[config.mk]
export PLATFORM = sky130hd
export DESIGN_NAME = switch_irq_lpm_config
export DESIGN_NICKNAME = d
export VERILOG_FILES = /design/src/switch_cfg_pkg.sv /design/src/ms_interval_timer.sv /design/src/spi_frame_shifter.sv /design/src/switch_irq_lpm_config.sv
export SDC_FILE = /design/constraint.sdc
export NUM_CORES = 1
export LEC_CHECK = 0
export ABC_AREA = 1
export ABC_CLOCK_PERIOD_IN_PS = 5520
export BUFFER_PORTS_ARGS = -buffer_cell sky130_fd_sc_hd__buf_2
export CORE_ASPECT_RATIO = 1.5
export CORE_MARGIN = 4
export CORE_UTILIZATION = 50
export CTS_CLUSTER_DIAMETER = 150
export DETAILED_ROUTE_END_ITERATION = 8
export PLACE_DENSITY = 0.66
export SYNTH_ARGS = -nofsm -noshare
export SYNTH_HDL_FRONTEND = slang
export SYNTH_SLANG_ARGS = --single-unit
[constraint.sdc]
create_clock -name clk_sys_i -period 5.52 [get_ports clk_sys_i]
set_input_delay 0.552 -clock clk_sys_i [delete_from_list [all_inputs] [get_ports clk_sys_i]]
set_output_delay 0.552 -clock clk_sys_i [all_outputs]
set_load 0.02 [all_outputs]
[src/switch_cfg_pkg.sv]
`default_nettype none
package switch_cfg_pkg;
  localparam int unsigned CLK_PERIOD_NS = 8;
  localparam int unsigned NS_PER_MS = 1000000;
  localparam int unsigned CYCLES_PER_MS = NS_PER_MS / CLK_PERIOD_NS;
  // poll window times in ns, plain defaults
  localparam int unsigned GND_POLL_WINDOW_NS = 64000;
  localparam int unsigned BAT_POLL_WINDOW_NS = 128000;
  localparam int unsigned GND_POLL_WINDOW_CYC =
    (GND_POLL_WINDOW_NS + CLK_PERIOD_NS - 1) / CLK_PERIOD_NS;
  localparam int unsigned BAT_POLL_WINDOW_CYC =
    (BAT_POLL_WINDOW_NS + CLK_PERIOD_NS - 1) / CLK_PERIOD_NS;

  localparam int unsigned FRAME_BITS = 32;
  localparam int unsigned ADDR_W = 7;
  localparam int unsigned DATA_W = 24;
  localparam int unsigned ADDR_MSB = 31;
  localparam int unsigned ADDR_LSB = 25;
  localparam int unsigned RW_BIT = 24;
  localparam int unsigned REPLY_FAULT_BIT = 23;
  localparam int unsigned REPLY_FLAG_BIT = 22;
  localparam int unsigned REPLY_DATA_W = 22;
  localparam logic RW_WRITE = 1'b1;

  localparam logic [6:0] ADDR_SP_IRQ_MASK = 7'h0D;
  localparam logic [6:0] ADDR_SG_IRQ_MASK = 7'h0E;
  localparam logic [6:0] ADDR_LPM_CONFIG = 7'h0F;

  localparam int unsigned SP_COUNT = 8;
  localparam int unsigned SG_COUNT = 14;
  localparam logic [7:0] SP_MASK_RESET = 8'hFF;
  localparam logic [13:0] SG_MASK_RESET = 14'h3FFF;
  localparam int unsigned WAKE_LSB = 4;
  localparam int unsigned POLL_LSB = 0;
  localparam int unsigned CODE_W = 4;
  localparam logic [3:0] WAKE_CODE_RESET = 4'h0;
  localparam logic [3:0] POLL_CODE_RESET = 4'hF;
  localparam logic [3:0] WAKE_CODE_OFF = 4'h0;
  localparam int unsigned MS_W = 10;

  typedef enum logic {NORMAL_MODE, LOW_POWER_MODE} power_mode_t;

  function automatic logic [9:0] wake_period_ms(input logic [3:0] code);
    unique case (code)
      4'h0: wake_period_ms = 10'h000;
      4'h1: wake_period_ms = 10'd6;
      4'h2: wake_period_ms = 10'd12;
      4'h3: wake_period_ms = 10'd24;
      4'h4: wake_period_ms = 10'd48;
      4'h5: wake_period_ms = 10'd96;
      4'h6: wake_period_ms = 10'd192;
      4'h7: wake_period_ms = 10'd394;
      4'h8: wake_period_ms = 10'd4;
      4'h9: wake_period_ms = 10'd8;
      4'hA: wake_period_ms = 10'd16;
      4'hB: wake_period_ms = 10'd32;
      4'hC: wake_period_ms = 10'd64;
      4'hD: wake_period_ms = 10'd128;
      4'hE: wake_period_ms = 10'd256;
      4'hF: wake_period_ms = 10'd512;
    endcase
  endfunction

  function automatic logic [9:0] poll_period_ms(input logic [3:0] code);
    unique case (code)
      4'h0: poll_period_ms = 10'd3;
      4'h1: poll_period_ms = 10'd6;
      4'h2: poll_period_ms = 10'd12;
      4'h3: poll_period_ms = 10'd24;
      4'h4: poll_period_ms = 10'd48;
      4'h5: poll_period_ms = 10'd68;
      4'h6: poll_period_ms = 10'd76;
      4'h7: poll_period_ms = 10'd128;
      4'h8: poll_period_ms = 10'd32;
      4'h9: poll_period_ms = 10'd36;
      4'hA: poll_period_ms = 10'd40;
      4'hB: poll_period_ms = 10'd44;
      4'hC: poll_period_ms = 10'd52;
      4'hD: poll_period_ms = 10'd56;
      4'hE: poll_period_ms = 10'd60;
      4'hF: poll_period_ms = 10'd64;
    endcase
  endfunction
endpackage
`default_nettype wire

[src/ms_interval_timer.sv]
`timescale 1ns/1ps
`default_nettype none
module ms_interval_timer #(
  parameter int unsigned CYCLES_PER_MS = switch_cfg_pkg::CYCLES_PER_MS
) (
  input wire logic clk_sys_i,
  input wire logic resetn_i,
  input wire logic run_i,
  input wire logic [switch_cfg_pkg::MS_W-1:0] period_ms_i,
  output logic expire_o
);
  import switch_cfg_pkg::*;
  localparam int unsigned PRE_W = $clog2(CYCLES_PER_MS + 1);
  localparam logic [PRE_W-1:0] PRE_LAST = PRE_W'(CYCLES_PER_MS - 1);

  logic [PRE_W-1:0] pre_reg;
  logic [MS_W-1:0] ms_reg;
  logic ms_tick;

  assign ms_tick = run_i && (pre_reg == PRE_LAST);

  // millisecond prescaler
  always_ff @(posedge clk_sys_i or negedge resetn_i) begin
    if (!resetn_i) begin
      pre_reg <= '0;
    end else if (!run_i || ms_tick) begin
      pre_reg <= '0;
    end else begin
      pre_reg <= pre_reg + PRE_W'(1);
    end
  end

  // elapsed milliseconds, zero period never expires
  always_ff @(posedge clk_sys_i or negedge resetn_i) begin
    if (!resetn_i) begin
      ms_reg <= '0;
      expire_o <= 1'b0;
    end else begin
      expire_o <= 1'b0;
      if (!run_i) begin
        ms_reg <= '0;
      end else if (ms_tick) begin
        if (period_ms_i != '0 && ms_reg == period_ms_i - MS_W'(1)) begin
          ms_reg <= '0;
          expire_o <= 1'b1;
        end else begin
          ms_reg <= ms_reg + MS_W'(1);
        end
      end
    end
  end
endmodule
`default_nettype wire

[src/spi_frame_shifter.sv]
`timescale 1ns/1ps
`default_nettype none
module spi_frame_shifter (
  input wire logic clk_sys_i,
  input wire logic resetn_i,
  input wire logic sclk_i,
  input wire logic cs_n_i,
  input wire logic mosi_i,
  input wire logic [switch_cfg_pkg::FRAME_BITS-1:0] reply_word_i,
  output logic miso_o,
  output logic miso_oe_o,
  output logic frame_start_o,
  output logic frame_valid_o,
  output logic [switch_cfg_pkg::FRAME_BITS-1:0] frame_word_o
);
  import switch_cfg_pkg::*;
  localparam logic [5:0] FULL_COUNT = 6'(FRAME_BITS);

  logic sclk_prev_reg;
  logic cs_n_prev_reg;
  logic [FRAME_BITS-1:0] in_reg;
  logic [FRAME_BITS-1:0] out_reg;
  logic [5:0] count_reg;
  logic sclk_rise;
  logic sclk_fall;
  logic cs_fall;
  logic cs_rise;

  assign sclk_rise = !cs_n_i && sclk_i && !sclk_prev_reg;
  assign sclk_fall = !cs_n_i && !sclk_i && sclk_prev_reg;
  assign cs_fall = !cs_n_i && cs_n_prev_reg;
  assign cs_rise = cs_n_i && !cs_n_prev_reg;
  assign frame_start_o = cs_fall;
  assign miso_o = out_reg[FRAME_BITS-1];
  assign miso_oe_o = !cs_n_i;

  always_ff @(posedge clk_sys_i or negedge resetn_i) begin
    if (!resetn_i) begin
      sclk_prev_reg <= 1'b0;
      cs_n_prev_reg <= 1'b1;
    end else begin
      sclk_prev_reg <= sclk_i;
      cs_n_prev_reg <= cs_n_i;
    end
  end

  // sample on rising, shift out on falling
  always_ff @(posedge clk_sys_i or negedge resetn_i) begin
    if (!resetn_i) begin
      in_reg <= '0;
      out_reg <= '0;
      count_reg <= '0;
    end else if (cs_fall) begin
      out_reg <= reply_word_i;
      count_reg <= '0;
    end else begin
      if (sclk_rise) begin
        in_reg <= {in_reg[FRAME_BITS-2:0], mosi_i};
        count_reg <= (count_reg > FULL_COUNT) ? count_reg : count_reg + 6'(1);
      end
      if (sclk_fall) begin
        out_reg <= {out_reg[FRAME_BITS-2:0], 1'b0};
      end
    end
  end

  // only exactly 32 bits make a frame
  always_ff @(posedge clk_sys_i or negedge resetn_i) begin
    if (!resetn_i) begin
      frame_valid_o <= 1'b0;
      frame_word_o <= '0;
    end else begin
      frame_valid_o <= cs_rise && (count_reg == FULL_COUNT);
      if (cs_rise) begin
        frame_word_o <= in_reg;
      end
    end
  end
endmodule
`default_nettype wire

[src/switch_irq_lpm_config.sv]
`timescale 1ns/1ps
`default_nettype none
// Summary of operation
// - a programmable input whose mask bit is zero never raises an interrupt on a change.
// - an input whose mask bit is one raises an interrupt whenever its switch changes in normal mode, never in low power.
// - the masks decide which inputs may interrupt while in normal mode.
// - the host may rewrite either mask at any time in normal mode and it takes effect.
// - after reset every implemented mask bit reads one.
// - the programmable mask sits in bits 7 to 0, bits 23 to 8 unused and zero.
// - the ground mask sits in bits 13 to 0, bits 23 to 14 unused and zero.
// - bits 7 to 4 of the low-power register select the wake timer and reset to 0000.
// - with a non-off timer code the device leaves low power on expiry and interrupts.
// - timer code 0000 disables the wake timer completely.
// - timer codes map to 6,12,24,48,96,192,394 ms and 4,8,16,32,64,128,256,512 ms.
// - bits 3 to 0 set the low-power polling interval and reset to 1111.
// - poll codes map to 3,6,12,24,48,68,76,128 ms and 32,36,40,44,52,56,60,64 ms.
// - each poll event turns on current sources for separate ground and battery windows.
// - the three registers decode at 7-bit addresses 0001_101, 0001_110 and 0001_111.
module switch_irq_lpm_config #(
  parameter int unsigned CYCLES_PER_MS = switch_cfg_pkg::CYCLES_PER_MS,
  parameter int unsigned GND_WINDOW_CYC = switch_cfg_pkg::GND_POLL_WINDOW_CYC,
  parameter int unsigned BAT_WINDOW_CYC = switch_cfg_pkg::BAT_POLL_WINDOW_CYC
) (
  input wire logic clk_sys_i,
  input wire logic resetn_i,
  input wire logic sclk_i,
  input wire logic cs_n_i,
  input wire logic mosi_i,
  output logic miso_o,
  output logic miso_oe_o,
  input wire logic [switch_cfg_pkg::SP_COUNT-1:0] programmable_input_bit_i,
  input wire logic [switch_cfg_pkg::SG_COUNT-1:0] ground_switch_input_bit_i,
  input wire logic fault_status_i,
  input wire logic enter_low_power_i,
  output logic int_n_o,
  output logic interrupt_pending_flag_o,
  output logic low_power_state_o,
  output logic ground_channel_poll_window_o,
  output logic battery_channel_poll_window_o
);
  import switch_cfg_pkg::*;
  localparam int unsigned WIN_W = $clog2((GND_WINDOW_CYC > BAT_WINDOW_CYC ?
    GND_WINDOW_CYC : BAT_WINDOW_CYC) + 1);
  localparam logic [WIN_W-1:0] GND_WIN_LAST = WIN_W'(GND_WINDOW_CYC - 1);
  localparam logic [WIN_W-1:0] BAT_WIN_LAST = WIN_W'(BAT_WINDOW_CYC - 1);

  logic [SP_COUNT-1:0] sp_mask_reg;
  logic [SG_COUNT-1:0] sg_mask_reg;
  logic [CODE_W-1:0] wake_code_reg;
  logic [CODE_W-1:0] poll_code_reg;
  logic [SP_COUNT-1:0] sp_prev_reg;
  logic [SG_COUNT-1:0] sg_prev_reg;
  logic [SP_COUNT-1:0] sp_change;
  logic [SG_COUNT-1:0] sg_change;
  logic irq_cause;
  logic flag_reg;
  power_mode_t mode_reg;
  logic frame_start;
  logic frame_valid;
  logic [FRAME_BITS-1:0] frame_word;
  logic [ADDR_W-1:0] frame_addr;
  logic frame_write;
  logic [DATA_W-1:0] frame_data;
  logic [DATA_W-1:0] read_data;
  logic [FRAME_BITS-1:0] reply_reg;
  logic wake_expire;
  logic poll_expire;
  logic in_lpm;
  logic [WIN_W-1:0] gnd_win_reg;
  logic [WIN_W-1:0] bat_win_reg;
  logic gnd_win_on_reg;
  logic bat_win_on_reg;

  spi_frame_shifter u_spi (
    .clk_sys_i(clk_sys_i),
    .resetn_i(resetn_i),
    .sclk_i(sclk_i),
    .cs_n_i(cs_n_i),
    .mosi_i(mosi_i),
    .reply_word_i(reply_reg),
    .miso_o(miso_o),
    .miso_oe_o(miso_oe_o),
    .frame_start_o(frame_start),
    .frame_valid_o(frame_valid),
    .frame_word_o(frame_word)
  );

  assign frame_addr = frame_word[ADDR_MSB:ADDR_LSB];
  assign frame_write = (frame_word[RW_BIT] == RW_WRITE);
  assign frame_data = frame_word[DATA_W-1:0];
  assign in_lpm = (mode_reg == LOW_POWER_MODE);

  // register writes
  always_ff @(posedge clk_sys_i or negedge resetn_i) begin
    if (!resetn_i) begin
      sp_mask_reg <= SP_MASK_RESET;
      sg_mask_reg <= SG_MASK_RESET;
      wake_code_reg <= WAKE_CODE_RESET;
      poll_code_reg <= POLL_CODE_RESET;
    end else if (frame_valid && frame_write) begin
      unique case (frame_addr)
        ADDR_SP_IRQ_MASK: sp_mask_reg <= frame_data[SP_COUNT-1:0];
        ADDR_SG_IRQ_MASK: sg_mask_reg <= frame_data[SG_COUNT-1:0];
        ADDR_LPM_CONFIG: begin
          wake_code_reg <= frame_data[WAKE_LSB +: CODE_W];
          poll_code_reg <= frame_data[POLL_LSB +: CODE_W];
        end
        default: begin
        end
      endcase
    end
  end

  // read mux, unused bits are zero
  always_comb begin
    read_data = '0;
    unique case (frame_addr)
      ADDR_SP_IRQ_MASK: read_data[SP_COUNT-1:0] = sp_mask_reg;
      ADDR_SG_IRQ_MASK: read_data[SG_COUNT-1:0] = sg_mask_reg;
      ADDR_LPM_CONFIG: begin
        read_data[WAKE_LSB +: CODE_W] = wake_code_reg;
        read_data[POLL_LSB +: CODE_W] = poll_code_reg;
      end
      default: read_data = '0;
    endcase
  end

  // reply for the next frame
  always_ff @(posedge clk_sys_i or negedge resetn_i) begin
    if (!resetn_i) begin
      reply_reg <= '0;
    end else if (frame_valid) begin
      reply_reg <= {frame_word[ADDR_MSB:RW_BIT], fault_status_i, flag_reg,
                    read_data[REPLY_DATA_W-1:0]};
    end
  end

  // change detection
  always_ff @(posedge clk_sys_i or negedge resetn_i) begin
    if (!resetn_i) begin
      sp_prev_reg <= '0;
      sg_prev_reg <= '0;
    end else begin
      sp_prev_reg <= programmable_input_bit_i;
      sg_prev_reg <= ground_switch_input_bit_i;
    end
  end

  assign sp_change = programmable_input_bit_i ^ sp_prev_reg;
  assign sg_change = ground_switch_input_bit_i ^ sg_prev_reg;
  // masked changes only count in normal mode
  assign irq_cause = !in_lpm &&
    (|(sp_change & sp_mask_reg) || |(sg_change & sg_mask_reg));

  // pending flag, set wins over the clear from a frame
  always_ff @(posedge clk_sys_i or negedge resetn_i) begin
    if (!resetn_i) begin
      flag_reg <= 1'b0;
    end else if (irq_cause || (in_lpm && wake_expire)) begin
      flag_reg <= 1'b1;
    end else if (frame_valid) begin
      flag_reg <= 1'b0;
    end
  end

  assign interrupt_pending_flag_o = flag_reg;
  assign int_n_o = !flag_reg;

  // power mode
  always_ff @(posedge clk_sys_i or negedge resetn_i) begin
    if (!resetn_i) begin
      mode_reg <= NORMAL_MODE;
    end else begin
      unique case (mode_reg)
        NORMAL_MODE: begin
          if (enter_low_power_i && cs_n_i) begin
            mode_reg <= LOW_POWER_MODE;
          end
        end
        LOW_POWER_MODE: begin
          if (wake_expire || frame_start) begin
            mode_reg <= NORMAL_MODE;
          end
        end
      endcase
    end
  end

  assign low_power_state_o = in_lpm;

  ms_interval_timer #(.CYCLES_PER_MS(CYCLES_PER_MS)) u_wake_timer (
    .clk_sys_i(clk_sys_i),
    .resetn_i(resetn_i),
    .run_i(in_lpm && (wake_code_reg != WAKE_CODE_OFF)),
    .period_ms_i(wake_period_ms(wake_code_reg)),
    .expire_o(wake_expire)
  );

  ms_interval_timer #(.CYCLES_PER_MS(CYCLES_PER_MS)) u_poll_timer (
    .clk_sys_i(clk_sys_i),
    .resetn_i(resetn_i),
    .run_i(in_lpm),
    .period_ms_i(poll_period_ms(poll_code_reg)),
    .expire_o(poll_expire)
  );

  // ground channel current window
  always_ff @(posedge clk_sys_i or negedge resetn_i) begin
    if (!resetn_i) begin
      gnd_win_on_reg <= 1'b0;
      gnd_win_reg <= '0;
    end else if (!in_lpm) begin
      gnd_win_on_reg <= 1'b0;
      gnd_win_reg <= '0;
    end else if (poll_expire) begin
      gnd_win_on_reg <= 1'b1;
      gnd_win_reg <= '0;
    end else if (gnd_win_on_reg) begin
      gnd_win_on_reg <= (gnd_win_reg != GND_WIN_LAST);
      gnd_win_reg <= gnd_win_reg + WIN_W'(1);
    end
  end

  // battery channel current window
  always_ff @(posedge clk_sys_i or negedge resetn_i) begin
    if (!resetn_i) begin
      bat_win_on_reg <= 1'b0;
      bat_win_reg <= '0;
    end else if (!in_lpm) begin
      bat_win_on_reg <= 1'b0;
      bat_win_reg <= '0;
    end else if (poll_expire) begin
      bat_win_on_reg <= 1'b1;
      bat_win_reg <= '0;
    end else if (bat_win_on_reg) begin
      bat_win_on_reg <= (bat_win_reg != BAT_WIN_LAST);
      bat_win_reg <= bat_win_reg + WIN_W'(1);
    end
  end

  assign ground_channel_poll_window_o = gnd_win_on_reg;
  assign battery_channel_poll_window_o = bat_win_on_reg;
endmodule
`default_nettype wire

==> results.md <==
- The run finished with clean final reports.
- Buffers inserted during clock tree synthesis total 26.
- Counting every net in the synthesized netlist gives 1,589.
- Of all nets on the critical path, the largest fanout is 11.
- The number of filler instances in the final layout is 2,258.
- The count of final hold-check violations was 0.
- After layout, the minimum clock period comes to 2.58 ns.
- The peak clock frequency supported by timing is 0.387 GHz.
- The first detailed-routing pass took 5 iterations.
- The most common flop cell mapped by yosys is sky130_fd_sc_hd__dfrtp_1.
- Relative to the synthesized area, the layout overhead comes to 10.6%.
- The post-route DRC violation count is 0.
- Registers take 0.00652 sq mm.
- Dividing the final minimum period by the clock period gives 46.8%.
- The average routed wire per standard cell is 13.5 um.
- The tightest min-delay check is of the primary input to async pin type.
- The multi-input logic area is 0.00523 sq mm.
- The count of different cell masters after synthesis is 45.
- Routability-driven placement finished with a final weighted congestion of 0.867.
- At the end of the flow, the number of nets in the layout was 1,609.
- The signal on the critical path passes through inv_1 > ha_1 > nand3_1 > ha_1 > inv_1 > nand2_1 > nand2_1 > nand3_1 > nand2_1 > nor2_1 > nand2_1 > nor2_1 > nand2_1 > nor2_2 > nand3_2 > nand2_1 > nand2_1.
- The remaining max-slew budget at the tightest pin is 38.4%.
- The reported leakage power is 6.39 nW.
- The clock slew at the register clock pins of the worst setup and hold paths is 0.06 ns.
- Setup repair after global routing left no endpoint under its margin.
- The most frequent cell on the critical path is sky130_fd_sc_hd__nand2_1.
- The clock passes through at most 3 buffers.
- The count of buffering cells on the critical path with inverters included is 2.
- The fraction of the yosys area taken by sequential cells is 51.7%.
- Entering global routing, the biggest net connects 144 pins.
- The worst-path cell with the longest stage delay is sky130_fd_sc_hd__dfstp_2.
- The total overflow reported by the global router is 0.
- The number of global-route vias before repair is 9,783.
- The antenna violation net count after detailed routing is 0.
- The floorplan step defined a die boundary enclosing 0.0279 sq mm.
- The final number of setup-violating endpoints is 0.
- Max-cap violations in this run came to 0.
- Counting cells, the worst reg-to-reg path comes to 17.
- Power spread over the standard cell area amounts to 303 mW/mm^2.
- The maximum ir drop on the vdd rail is 0.282 mV.
- Buffers added to address setup during post-CTS repair amount to 0.
- TritonCTS built the clock tree.
- Across all hold checks on the routed design, the worst slack comes to 0.0374 ns.
- The final route contains 9,807 vias.
- The core area is 0.0246 sq mm.
- After the first detailed-routing iteration, the DRC count stood at 631.
- The clock tree root buffer cell is sky130_fd_sc_hd__clkbuf_16.
- The initial utilization of the core area, before any placement, comes to 51.2%.
- At the pin with the least slew margin, the transition time is 0.925 ns.
- For this run, the number of standard cells in the final layout without fillers is 1,903.
- For the final routed database, the setup TNS stands at 0 ns.
- The post-route clock skew is 0.0237 ns.
- The class of the most critical setup path is flop to flop.
- Dividing the detail-routed via count by the number of cells gives 5.15.
- The worst endpoint data arrival time is 3.01 ns.
- The count of input and output buffers is 35.
- On the worst path, the slowest cell contributes a delay of 0.58 ns.
- The cell family contributing the most delay on the critical path is simple AND/OR/NAND/NOR gates.
- The initial antenna violation count is 1.
- The critical path crosses 17 cells after its start point.
- Once detailed placement completed, the half-perimeter wirelength came to 17,700 um.
- The clock latency at the later pin of the worst-skew pair is 0.55 ns.
- The setup slack of the critical path after layout is 2.94 ns.
- The total routing resource utilization after global routing is 19.4%.
- The capturing element type of the critical path is a flop.
- After floorplanning, the core was divided into 70 placement rows.
- The library cell used most frequently in the layout, excluding fill and tap cells, is sky130_fd_sc_hd__nand2_1.
- The total number of clock tree sinks is 259.
- The H-tree depth is 1.
- The number of hold-repair buffers added at the cts stage is 0.
- In the layout the commonest cells are sky130_fd_sc_hd__nand2_1 (462), sky130_fd_sc_hd__dfrtp_1 (232), sky130_fd_sc_hd__inv_1 (146), sky130_fd_sc_hd__nor2_1 (143), sky130_fd_sc_hd__o21ai_0 (95).
- For this run, asynchronously set or reset flops after synthesis account for 100%.
- The kind of start point of the critical path is a flop.
- The number of max-slew violations in the final report is 0.
- The summed instance area of the synthesized netlist is 0.0126 sq mm.
- The critical path required time is 5.94 ns.
- OpenSTA, run right after detailed placement, puts the worst setup slack at 2.94 ns.
- In the final layout, the share of cells above drive strength 1 is 10.4%.
- The synthesis-stage register bit count is 259.
- The top-level I/O count is 36.
- The number of warnings printed during yosys synthesis is 0.
- The number of enable-type register cells in the synthesized netlist is 0.
- The synthesized instance count is 1,540.
- The first-pass GRT wire length is 45,400 um.
- The number of placed cells counting well taps is 1,856.
- The die is 138 um wide.
- For this block, the routed nets add up to 25,800 um of wire.
- The vertical die dimension is 202 um.
- The count of cells resized by post-cts repair is 0.
- The mean instance size in the synthesized netlist is 8.18 sq um.
## cell type report
type,instances,area share (%)
Multi-Input combinational cell,1073,37.5
Tap cell,324,2.91
Timing Repair Buffer,42,1.80
Antenna cell,1,0.0180
Clock buffer,38,5.50
Clock inverter,8,1.20
Sequential cell,259,46.8
Inverter,158,4.29
## path summary, 6_finish.rpt
path / from / slack [ns] / endpoint
worst max-delay path: poll_code_reg[0]$_DFFE_PN1P_ / 2.94 / u_poll_timer.ms_reg[6]$_DFFE_PN0N_
worst min-delay path: resetn_i / 0.04 / u_spi.out_reg[17]$_DFFE_PN0P_
worst max register to register: poll_code_reg[0]$_DFFE_PN1P_ / 2.94 / u_poll_timer.ms_reg[6]$_DFFE_PN0N_
worst min register to register: u_wake_timer.pre_reg[0]$_DFF_PN0_ / 0.46 / u_wake_timer.pre_reg[0]$_DFF_PN0_
max in group asynchronous: resetn_i / 4.19 / u_wake_timer.pre_reg[6]$_DFF_PN0_
min in group clk_sys_i: sclk_i / 0.12 / u_spi.sclk_prev_reg$_DFF_PN0_
## through the flow
step	instance area, sq um	total power [mW]	utilization [%]
2_1_floorplan	12600	2.25	-
3_3_place_gp	13000	2.36	52.8
3_5_place_dp	13000	2.37	52.8
4_1_cts	13900	4.29	56.6
5_1_grt	13900	4.42	56.6
6_report	13900	4.23	56.6
## cells by family after synthesis
logic type      synth area share, %
compound gates                 9.65
xor+xnor                       2.09
mux                            1.43
fa+ha+maj                      1.99
buf+inv                        6.83
flops                          51.7
simple gates                   26.3
## cell usage after synthesis, types with 3 or more instances
library cell	count	area [sq um]
sky130_fd_sc_hd__o21ai_2	6	52.6
sky130_fd_sc_hd__nand3_1	87	435
sky130_fd_sc_hd__buf_4	3	22.5
sky130_fd_sc_hd__inv_1	146	548
sky130_fd_sc_hd__nand2_2	6	37.5
sky130_fd_sc_hd__nand3b_1	4	30.0
sky130_fd_sc_hd__o21ai_1	11	55.1
sky130_fd_sc_hd__nor2_2	5	31.3
sky130_fd_sc_hd__o21a_1	4	30.0
sky130_fd_sc_hd__ha_1	20	250
sky130_fd_sc_hd__nor3_1	36	180
sky130_fd_sc_hd__a21oi_1	53	265
sky130_fd_sc_hd__nor4_1	8	50.1
sky130_fd_sc_hd__buf_2	9	45.0
sky130_fd_sc_hd__or2_2	6	37.5
sky130_fd_sc_hd__o21ai_0	95	475
sky130_fd_sc_hd__or2_1	5	31.3
sky130_fd_sc_hd__buf_6	7	78.8
sky130_fd_sc_hd__o31ai_1	5	37.5
sky130_fd_sc_hd__xnor2_1	9	78.8
sky130_fd_sc_hd__dfstp_2	27	709
sky130_fd_sc_hd__o221ai_1	10	87.6
sky130_fd_sc_hd__a31oi_1	21	131
sky130_fd_sc_hd__dfrtp_1	232	5810
sky130_fd_sc_hd__nand2_1	462	1730
sky130_fd_sc_hd__nand3_2	3	30.0
sky130_fd_sc_hd__mux2_2	16	180
sky130_fd_sc_hd__nand4_1	18	113
sky130_fd_sc_hd__inv_2	7	26.3
sky130_fd_sc_hd__xor2_1	21	184
sky130_fd_sc_hd__nor2_1	144	541
sky130_fd_sc_hd__clkinv_1	3	11.3
sky130_fd_sc_hd__clkbuf_1	31	116
sky130_fd_sc_hd__nor3b_1	5	37.5
## routing by layer
metal / global-route usage [%] / vias up / wire length (um)
met2: 33.4 / 125 / 12800
met5: 0 / - / 0
met1: 25.5 / 4631 / 11600
met3: 2.47 / 39 / 861
li1: - / 5012 / -
met4: 5.78 / 0 / 520
## power breakdown
part	switching (mW)	leakage, nW	internal [mW]
Sequential	0.0559	3.37	2.00
Clock	0.741	0.453	1.15
Combinational	0.196	2.58	0.0838
Total	0.993	6.39	3.23
(Power assumes the default switching activity.)
